===== config.mk =====
export PLATFORM = sky130hd
export DESIGN_NAME = impl_device_flat
export DESIGN_NICKNAME = d
export VERILOG_FILES = /design/src/logic/impl_pkg.sv /design/src/logic/impl_link_if.sv /design/src/logic/impl_block_store.sv /design/src/logic/impl_device.sv /design/src/flat_wrapper.sv
export SDC_FILE = /design/constraint.sdc
export NUM_CORES = 2
export LEC_CHECK = 0
export ABC_AREA = 1
export ABC_CLOCK_PERIOD_IN_PS = 3560
export BUFFER_PORTS_ARGS = -buffer_cell sky130_fd_sc_hd__buf_2
export CAP_MARGIN = 10
export CORE_MARGIN = 4
export CORE_UTILIZATION = 50
export DETAILED_ROUTE_END_ITERATION = 12
export GPL_TIMING_DRIVEN = 0
export PLACE_DENSITY = 0.69
export SYNTH_ARGS = -nofsm -noshare
export SYNTH_HDL_FRONTEND = slang
export SYNTH_SLANG_ARGS = --single-unit

===== constraint.sdc =====
create_clock -name clk -period 3.56 [get_ports clk]
set_input_delay 0.178 -clock clk [delete_from_list [all_inputs] [get_ports clk]]
set_output_delay 0.178 -clock clk [all_outputs]
set_load 0.01 [all_outputs]

===== src/logic/impl_pkg.sv =====
// constants and helpers shared by both ends of the mask and program loader
package impl_pkg;
	// device control addresses
	localparam logic [7:0] ADDR_PROG = 8'hC8;
	localparam logic [7:0] ADDR_MASK = 8'hCE;
	localparam logic [7:0] ADDR_TEST = 8'hCF;
	// interrupt mask bit positions
	localparam int unsigned MB_MASTER = 15;
	localparam int unsigned MB_TONE = 12;
	localparam int unsigned MB_AUX2 = 9;
	localparam int unsigned MB_AUX1 = 8;
	localparam int unsigned MB_TXEND = 7;
	localparam int unsigned MB_XFER = 6;
	localparam int unsigned MB_CRC = 5;
	localparam int unsigned MB_R2400 = 4;
	localparam int unsigned MB_R1200 = 3;
	localparam int unsigned MB_PRG = 0;
	localparam logic [15:0] SRC_MASK = 16'h13F9;
	localparam logic [15:0] LOAD_KEEP = 16'h8001;
	localparam logic [15:0] MASK_RESET = 16'h0000;
	// programming word layout
	localparam int unsigned PB_SELECT_BIT = 15;
	localparam int unsigned PB_RAMP_BIT = 10;
	localparam logic [3:0] BLK_WORDS = 4'hC;
	localparam logic [3:0] BLK4_WORDS = 4'hE;
	localparam logic [3:0] RAMP_START = 4'hB;
	localparam logic [3:0] PTR_NONE = 4'hF;
	localparam logic [2:0] BLK_FOUR = 3'h4;
	localparam logic [2:0] BLK_RAMP = 3'h3;
	localparam logic [5:0] PB_WORDS = 6'h3E;
	localparam logic [15:0] PB_RESET = 16'h0000;
	// timing
	localparam int unsigned CLK_PERIOD_PS = 4000;
	localparam int unsigned PROG_TIME_US = 250;
	localparam int unsigned PROG_CYCLES = PROG_TIME_US * 1000000 / CLK_PERIOD_PS;
	// host register byte addresses
	localparam logic [3:0] HR_MASK = 4'h0;
	localparam logic [3:0] HR_PROG = 4'h4;
	localparam logic [3:0] HR_STAT = 4'h8;
	localparam logic [3:0] HR_CTRL = 4'hC;

	function automatic logic [2:0] pb_block(input logic [15:0] w);
		return w[14] ? {1'b0, w[13:12]} : BLK_FOUR;
	endfunction : pb_block

	function automatic logic [3:0] pb_len(input logic [2:0] b);
		return (b == BLK_FOUR) ? BLK4_WORDS : BLK_WORDS;
	endfunction : pb_len

	function automatic logic [3:0] pb_start(input logic [15:0] w);
		return (pb_block(w) == BLK_RAMP && w[PB_RAMP_BIT]) ? RAMP_START : 4'h0;
	endfunction : pb_start

	function automatic logic [5:0] pb_index(input logic [2:0] b, input logic [3:0] p);
		// widen before the product, or blocks 2 to 4 fold onto low indices
		return 6'(b) * 6'(BLK_WORDS) + {2'h0, p};
	endfunction : pb_index
endpackage : impl_pkg


===== src/logic/impl_link_if.sv =====
// word-level control link between host and device
`timescale 1ns/1ps
interface impl_link_if;
	logic wr;
	logic rd_clr;
	logic [7:0] addr;
	logic [15:0] wdata;
	logic [15:0] status;
	logic idle;
	logic aux_on;
	logic irq_n;
	modport dev(input wr, input rd_clr, input addr, input wdata,
		output status, output idle, output aux_on, output irq_n);
	modport host(output wr, output rd_clr, output addr, output wdata,
		input status, input idle, input aux_on, input irq_n);
endinterface : impl_link_if


===== src/logic/impl_block_store.sv =====
// flip-flop storage for the five program blocks
`timescale 1ns/1ps
module impl_block_store (
	// clock and reset
	input wire logic clk,
	input wire logic rstn,
	// write port
	input wire logic we,
	input wire logic [5:0] widx,
	input wire logic [15:0] wdata,
	// read port
	input wire logic [5:0] ridx,
	output logic [15:0] rdata
);
	logic [15:0] mem_r [0:61];
	wire ridx_ok = ridx < impl_pkg::PB_WORDS;

	always_ff @(posedge clk or negedge rstn) begin
		if (!rstn) begin
			for (int i = 0; i < 62; i++) begin
				mem_r[i] <= impl_pkg::PB_RESET;
			end
		// untouched words keep their value
		end else if (we && widx < impl_pkg::PB_WORDS) begin
			mem_r[widx] <= wdata;
		end
	end

	always_ff @(posedge clk or negedge rstn) begin
		if (!rstn) begin
			rdata <= impl_pkg::PB_RESET;
		end else begin
			rdata <= ridx_ok ? mem_r[ridx] : impl_pkg::PB_RESET;
		end
	end
endmodule : impl_block_store


===== src/logic/impl_device.sv =====
// device end: interrupt mask, event flags, irq output and program block loader
//
// Design decision made here: the Avalon-MM slave port.
`timescale 1ns/1ps
//
// Contract
// - master bit gates every interrupt
// - bit 12 enables tone detect interrupt
// - bits 9,8 enable aux status change
// - bit 7 enables modem transmit end
// - bit 6 enables modem word request
// - bit 5 enables bad crc interrupt
// - bits 4,3 enable 2400/1200 data detect
// - bit 0 interrupts on ready rising
// - host never touches test address
// - loading accepted only in idle mode
// - host checks ready, idle, aux off first
// - host quiets sources during loading (host only cuts mask writes made while loading to bits 15 and 0)
// - write clears ready, set when done
// - host never writes while not ready (host still sends mask writes while ready is low)
// - host writes block words in order
// - unwritten words keep their values
// - host respects block word maxima
// - bit 15 selects block, resets pointer
// - plain words store and advance pointer
// - block 3 with bit 10 skips eleven
// - host rechecks ready after last word
module impl_device #(
	parameter int unsigned PROG_CYCLES = impl_pkg::PROG_CYCLES
) (
	// clock and reset
	input wire logic clk,
	input wire logic rstn,
	// link to host
	impl_link_if.dev link,
	// operating mode
	input wire logic rx_enable,
	input wire logic tx_enable,
	input wire logic aux_enable,
	// event sources
	input wire logic tone_detect,
	input wire logic aux_converter_one,
	input wire logic aux_converter_two,
	input wire logic modem_tx_end,
	input wire logic modem_word_req,
	input wire logic crc_fail,
	input wire logic rate_2400_detect,
	input wire logic rate_1200_detect,
	// program block readback
	input wire logic [2:0] rd_block,
	input wire logic [3:0] rd_word,
	output logic [15:0] rd_data,
	// state
	output logic [15:0] mask_value,
	output logic loader_busy
);
	logic [15:0] mask_r;
	logic [15:0] pend_r;
	logic [15:0] pend_nxt;
	logic [15:0] cnt_r;
	logic ready_r;
	logic irq_n_r;
	logic aux1_q_r;
	logic aux2_q_r;
	logic [2:0] blk_r;
	logic [3:0] ptr_r;
	logic [15:0] ev;

	// decode of link writes
	wire wr_prog = link.wr && link.addr == impl_pkg::ADDR_PROG;
	wire wr_mask = link.wr && link.addr == impl_pkg::ADDR_MASK;
	wire dev_idle = !rx_enable && !tx_enable;
	wire prog_ok = wr_prog && dev_idle && ready_r;
	wire hdr = link.wdata[impl_pkg::PB_SELECT_BIT];
	wire [2:0] hdr_blk = impl_pkg::pb_block(link.wdata);
	wire [3:0] hdr_start = impl_pkg::pb_start(link.wdata);
	wire ptr_in = ptr_r < impl_pkg::pb_len(blk_r);
	wire store = prog_ok && (hdr || ptr_in);
	wire [5:0] widx = hdr ? impl_pkg::pb_index(hdr_blk, hdr_start)
		: impl_pkg::pb_index(blk_r, ptr_r);
	wire done = !ready_r && cnt_r == 16'h0000;
	wire aux1_chg = aux_converter_one != aux1_q_r;
	wire aux2_chg = aux_converter_two != aux2_q_r;
	wire [15:0] src_en = mask_r & impl_pkg::SRC_MASK;
	wire [15:0] clr = link.rd_clr ? 16'hFFFF : 16'h0000;

	// event vector laid out on the mask bits
	always_comb begin
		ev = 16'h0000;
		ev[impl_pkg::MB_TONE] = tone_detect;
		ev[impl_pkg::MB_AUX2] = aux2_chg;
		ev[impl_pkg::MB_AUX1] = aux1_chg;
		ev[impl_pkg::MB_TXEND] = modem_tx_end;
		ev[impl_pkg::MB_XFER] = modem_word_req;
		ev[impl_pkg::MB_CRC] = crc_fail;
		ev[impl_pkg::MB_R2400] = rate_2400_detect;
		ev[impl_pkg::MB_R1200] = rate_1200_detect;
		ev[impl_pkg::MB_PRG] = done;
	end

	// disabled sources never latch; set wins over a clear in the same cycle
	assign pend_nxt = (pend_r & ~clr) | (ev & src_en);

	always_ff @(posedge clk or negedge rstn) begin
		if (!rstn) begin
			mask_r <= impl_pkg::MASK_RESET;
		end else if (wr_mask) begin
			mask_r <= link.wdata;
		end
	end

	always_ff @(posedge clk or negedge rstn) begin
		if (!rstn) begin
			pend_r <= 16'h0000;
			aux1_q_r <= 1'b0;
			aux2_q_r <= 1'b0;
		end else begin
			pend_r <= pend_nxt;
			aux1_q_r <= aux_converter_one;
			aux2_q_r <= aux_converter_two;
		end
	end

	always_ff @(posedge clk or negedge rstn) begin
		if (!rstn) begin
			irq_n_r <= 1'b1;
		end else begin
			irq_n_r <= !(mask_r[impl_pkg::MB_MASTER] && |(pend_r & src_en));
		end
	end

	always_ff @(posedge clk or negedge rstn) begin
		if (!rstn) begin
			ready_r <= 1'b1;
			cnt_r <= 16'h0000;
		end else if (prog_ok) begin
			ready_r <= 1'b0;
			cnt_r <= 16'(PROG_CYCLES - 1);
		end else if (done) begin
			ready_r <= 1'b1;
		end else if (!ready_r) begin
			cnt_r <= cnt_r - 16'h0001;
		end
	end

	// pointer: nothing is stored until a block is selected
	always_ff @(posedge clk or negedge rstn) begin
		if (!rstn) begin
			blk_r <= impl_pkg::BLK_FOUR;
			ptr_r <= impl_pkg::PTR_NONE;
		end else if (prog_ok && hdr) begin
			blk_r <= hdr_blk;
			ptr_r <= hdr_start + 4'h1;
		end else if (store) begin
			ptr_r <= ptr_r + 4'h1;
		end
	end

	impl_block_store u_store (
		.clk(clk),
		.rstn(rstn),
		.we(store),
		.widx(widx),
		.wdata(link.wdata),
		.ridx(impl_pkg::pb_index(rd_block, rd_word)),
		.rdata(rd_data)
	);

	// status word: pending flags, bit 0 shows the ready level
	assign link.status = {pend_r[15:1], ready_r};
	assign link.idle = dev_idle;
	assign link.aux_on = aux_enable;
	assign link.irq_n = irq_n_r;
	assign mask_value = mask_r;
	assign loader_busy = !ready_r;
endmodule : impl_device


===== src/flat_wrapper.sv =====
// flat-port wrapper written by rule: the top's interface ports become plain ports
module impl_device_flat 
#(
	parameter int unsigned PROG_CYCLES = impl_pkg::PROG_CYCLES
)
  (clk, rstn, rx_enable, tx_enable, aux_enable, tone_detect, aux_converter_one, aux_converter_two, modem_tx_end, modem_word_req, crc_fail, rate_2400_detect, rate_1200_detect, rd_block, rd_word, rd_data, mask_value, loader_busy, link_wr, link_rd_clr, link_addr, link_wdata, link_status, link_idle, link_aux_on, link_irq_n);
  impl_link_if link_i ();
  input wire logic clk;
  input wire logic rstn;
  input wire logic rx_enable;
  input wire logic tx_enable;
  input wire logic aux_enable;
  input wire logic tone_detect;
  input wire logic aux_converter_one;
  input wire logic aux_converter_two;
  input wire logic modem_tx_end;
  input wire logic modem_word_req;
  input wire logic crc_fail;
  input wire logic rate_2400_detect;
  input wire logic rate_1200_detect;
  input wire logic [2:0] rd_block;
  input wire logic [3:0] rd_word;
  output logic [15:0] rd_data;
  output logic [15:0] mask_value;
  output logic loader_busy;
  input wire logic [$bits(link_i.wr)-1:0] link_wr;
  input wire logic [$bits(link_i.rd_clr)-1:0] link_rd_clr;
  input wire logic [$bits(link_i.addr)-1:0] link_addr;
  input wire logic [$bits(link_i.wdata)-1:0] link_wdata;
  output wire logic [$bits(link_i.status)-1:0] link_status;
  output wire logic [$bits(link_i.idle)-1:0] link_idle;
  output wire logic [$bits(link_i.aux_on)-1:0] link_aux_on;
  output wire logic [$bits(link_i.irq_n)-1:0] link_irq_n;
  assign link_i.wr = link_wr;
  assign link_i.rd_clr = link_rd_clr;
  assign link_i.addr = link_addr;
  assign link_i.wdata = link_wdata;
  assign link_status = link_i.status;
  assign link_idle = link_i.idle;
  assign link_aux_on = link_i.aux_on;
  assign link_irq_n = link_i.irq_n;
  impl_device #(.PROG_CYCLES(PROG_CYCLES)) u_core (.clk(clk), .rstn(rstn), .link(link_i), .rx_enable(rx_enable), .tx_enable(tx_enable), .aux_enable(aux_enable), .tone_detect(tone_detect), .aux_converter_one(aux_converter_one), .aux_converter_two(aux_converter_two), .modem_tx_end(modem_tx_end), .modem_word_req(modem_word_req), .crc_fail(crc_fail), .rate_2400_detect(rate_2400_detect), .rate_1200_detect(rate_1200_detect), .rd_block(rd_block), .rd_word(rd_word), .rd_data(rd_data), .mask_value(mask_value), .loader_busy(loader_busy));
endmodule

==> results.txt <==
----------------------------------------------------
[Logic synthesis]
  Cell type with the highest aggregate area in the netlist ... sky130_fd_sc_hd__dfrtp_1
  Mean instance size in the synthesized netlist ... 7.637 µm²
  Async set-reset flop share out of synthesis ... 1.000
  Leading cell types by count after synthesis ... sky130_fd_sc_hd__nand2_1 (2846), sky130_fd_sc_hd__nand3_1 (1650), sky130_fd_sc_hd__dfrtp_1 (1060)
  Syn Nets ... 7040
  Cell with the most instances after synthesis ... sky130_fd_sc_hd__nand2_1
  Gate count after technology mapping ... 6977
  Fraction of the yosys area taken by sequential cells ... 0.5013
  Ranking of synthesized cells by area ... sky130_fd_sc_hd__dfrtp_1 (50%), sky130_fd_sc_hd__nand2_1 (20%), sky130_fd_sc_hd__nand3_1 (15%)
  Most instantiated flip-flop cell in the synthesis netlist ... sky130_fd_sc_hd__dfrtp_1
  Netlist Area Pre-Place ... around 53000 µm²
  Count of cell types in the netlist ... 41
  Number of flops mapped to enable cells by yosys ... 0
  Post-synthesis register bit count ... 1067
  Portion of synthesized cell area occupied by the leading cell type ... 0.4978
  YS warnings ... 0

[Critical path]
  Kind of critical path ... in -> reg
  Type of destination of the critical path ... flip-flop
  Critical path fanouts, max ... 10
  Launch point of the worst reg-to-reg path ... u_core.ptr_r[2]
  Critical path launch point type ... input pin
  Arrival time worst endpoint ... roughly 4.3 ns
  R2R cell count ... 10
  Critical R2R Capture ... u_core.u_store.mem_r[349]
  Slack of the worst reg-to-reg path ... approximately 0.06 ns
  Worst EP required ... 4.09 ns

[STA]
  Peak clock frequency supported by timing ... 265.0 MHz
  Slew @ Worst Pin ... 1.459 ns
  Slew Viols, Final ... 0
  Count of final hold-check violations ... 0
  Minimum period implied by the final worst setup slack ... around 3.8 ns
  Hold Slack ... 0.09002 ns
  Total setup violations reported at the end of the flow ... 16
  Period Utilization, post-route ... 1.060
  Post-layout worst setup margin ... -0.2132 ns
  Final sum of negative setup slack ... -1.915 ns
  Worst clock skew on the final layout ... 0.02239 ns
  Remaining max-slew budget at the tightest pin ... 0.02758

[Finish]
  Post-route insts no fill ... 8749
  Sequential Area ... between 20000 and 30000 µm²
  Final net count ... about 7300
  Area Growth Syn to Fin ... 13.88%
  Ratio of cells with drive above 1 in the final layout ... 0.1075
  Number of fillers in the final layout ... around 10000
  Multi-input logic area ... between 20000 and 25000 µm²

[Clocking]
  Clock buffers created by TritonCTS ... 119
  Clk Tree Root Cell ... sky130_fd_sc_hd__clkbuf_16
  CTS H-tree depth ... 3
  Number of clock sinks seen by CTS ... 1067
  Clock tree buffer depth ... 3
  Clock-pin slew of the registers on the worst-case setup and hold paths ... 0.06 ns
  TritonCTS clock tree ... built
  Source-to-sink clock delay at the later pin of the worst-skew pair ... 0.74 ns

[Floorplanning]
  Die footprint ... 111900 µm²
  Overall die width ... 334.4 µm
  Initial Util ... 0.5047
  Height of the die ... 334.4 µm
  I/O pin count ... 98
  Std-Cell Rows ... 119
  Core Region ... 105600 µm²

[Power]
  Worst IR Drop VDD ... 0.0004610 V
  Power density over the cells ... ~490 nW/µm²
  Power consumption ... 29.55 mW
  Leakage power ... 31.32 nW

[Run status]
  Outcome ... finished with violations
  Violated checks ... setup timing

[Global route]
  Maximum number of pins on one net before global-route repair ... roughly 160
  Antenna violations before repair ... 14
  Global routing usage summed across all routing layers ... 0.4322
  Remaining global-route overflow ... 0
  Via count of the first global-routing pass ... 50870
  First-pass GRT wire length ... 351.8 mm

[Route]
  DRC viols ... 0
  Remaining number of nets flagged by the antenna check after routing ... 0
  Routed WL per cell ... 28.13 µm
  Via count normalized by instance count ... 6.240
  Routed via count ... 54594
  Number of optimization iterations in the first detailed-route pass ... 6
  DRC violation total after the first TritonRoute iteration ... 8677
  Total length of routed wires ... 246.2 mm

[Placement]
  Final Wtd Congestion ... about 1.0
  Half-perimeter wire length of the detailed placement result ... 174.5 mm
  Input/output buffers ... 80
  Dpl cells ... 8459

[Flow run]
  Max cap viols ... 0

[Min path]
  Endpoint, Worst Hold ... u_core.mask_value[13]
  Path category of the worst min-delay check ... in -> reg
  Instance count along the most critical hold path ... 4
  Min-delay src ... link_wdata[13]

----------------------------------------------------
==> layer usage <==
layer  global-route usage  share of wire  vias up
met5                    0       0.000093        -
met2               0.6003           0.41     4044
li1                     -              -    23246
met1               0.5645           0.37    26395
met4               0.2840          0.079        4
met3               0.1633           0.15      905
==> flip-flops by register name, summed over array words and instances (netlist names) <==
name	cells
u_core.u_store.mem_r	992
u_core.cnt_r	16
u_core.mask_value	16
u_core.pend_r	16
u_core.u_store.rdata	16
u_core.ptr_r	4
u_core.blk_r	3
u_core.aux1_q_r	1
u_core.aux2_q_r	1
u_core.link.irq_n	1
u_core.ready_r	1
==> cell families (layout without fill, tap and decap cells) <==
kind of cell / after synthesis / count (layout) / share of synthesized area
AO/OA/AOI/OAI: 286 / 286 / 0.03281
XOR/XNOR: 17 / 17 / 0.002795
adder cells (fa/ha/maj): 17 / 17 / 0.004556
buffers and inverters: 713 / 1069 / 0.05669
flip-flops: 1067 / 1067 / 0.5013
multiplexers: 13 / 13 / 0.002748
other: 0 / 25 / 0
AND/OR/NAND/NOR: 4864 / 4864 / 0.3991
==> worst max path at each step <==
stage                          startpoint                   endpoint  slack [ns]  cells past startpoint
after floorplan            link_wdata[14]  u_core.u_store.mem_r[469]        0.62                     12
after global placement               rstn  u_core.u_store.mem_r[216]      -21.89                      1
after detailed placement   link_wdata[14]  u_core.u_store.mem_r[419]       -2.32                     18
after CTS                 u_core.blk_r[2]  u_core.u_store.mem_r[873]       -0.02                     13
after global routing           rd_word[0]    u_core.u_store.rdata[2]       -0.02                     13
final                         rd_block[0]   u_core.u_store.rdata[14]       -0.21                     11
==> metrics by stage <==
stage                     utilization  worst slack, ns  instance area (µm²)
final                          0.5748          -0.2132                60670
after global routing           0.5744         -0.01514                60630
after CTS                      0.5701         -0.01610                60180
after detailed placement       0.5279           -2.320                55730
after global placement         0.5250           -21.89                55420
after floorplan                     -           0.6250                53280
==> cell usage in the layout (no fill, tap or decap), types with 9 or more instances in the layout <==
cell                            count
sky130_fd_sc_hd__a21oi_1           61
sky130_fd_sc_hd__buf_1             75
sky130_fd_sc_hd__buf_2            274
sky130_fd_sc_hd__buf_4             48
sky130_fd_sc_hd__bufinv_16         11
sky130_fd_sc_hd__clkbuf_1         257
sky130_fd_sc_hd__clkbuf_16        121
sky130_fd_sc_hd__clkbuf_2          30
sky130_fd_sc_hd__clkbuf_8          29
sky130_fd_sc_hd__clkinv_2          28
sky130_fd_sc_hd__dfrtp_1         1060
sky130_fd_sc_hd__diode_2           25
sky130_fd_sc_hd__dlygate4sd3_1     23
sky130_fd_sc_hd__ha_1              13
sky130_fd_sc_hd__inv_1            125
sky130_fd_sc_hd__inv_2              9
sky130_fd_sc_hd__mux2_2            13
sky130_fd_sc_hd__nand2_1         2846
sky130_fd_sc_hd__nand3_1         1649
sky130_fd_sc_hd__nand3_2           62
sky130_fd_sc_hd__nand3_4           10
sky130_fd_sc_hd__nand4_1           15
sky130_fd_sc_hd__nor2_1           172
sky130_fd_sc_hd__nor2_2            10
sky130_fd_sc_hd__nor2_4            57
sky130_fd_sc_hd__o2111ai_1         24
sky130_fd_sc_hd__o211ai_1          48
sky130_fd_sc_hd__o21ai_0          130
sky130_fd_sc_hd__or2_2             22
==> final cells by class <==
type / instances / area share
sequential: 1067 / 0.4402
multi-input combinational: 5197 / 0.3923
inverter: 134 / 0.008290
clock inverter: 50 / 0.009280
antenna: 25 / 0.001031
clock buffer: 168 / 0.05760
timing repair buffer: 139 / 0.01955
tap: 1391 / 0.02868
buffer: 578 / 0.04304
==> critical path: stages <==
cell                       delay (ns)
sky130_fd_sc_hd__buf_2           0.11
sky130_fd_sc_hd__ha_1            0.39
sky130_fd_sc_hd__inv_1           0.12
sky130_fd_sc_hd__clkbuf_1        0.63
sky130_fd_sc_hd__clkbuf_1        0.67
sky130_fd_sc_hd__clkbuf_1        0.93
sky130_fd_sc_hd__o211ai_1        0.30
sky130_fd_sc_hd__nand3_1         0.23
sky130_fd_sc_hd__nand3_1         0.20
sky130_fd_sc_hd__nand3_1         0.26
sky130_fd_sc_hd__nand2_1         0.25
==> report_power, final <==
group	leakage (nW)	internal [mW]	switching [mW]
sequential	14.7	12.3	0.103
combinational	14.6	0.792	3.32
clock	2.02	7.59	5.44
total	31.3	20.7	8.86
==> timing repair <==
item,CTS,global route
hold buffers,23,0
hold endpoints to repair,353,0
gates resized for setup,40,69
setup buffers,2,22
pin swaps,1,12
endpoints found under the setup margin,1003,962
No activity file was read; power rests on OpenSTA's default activity.
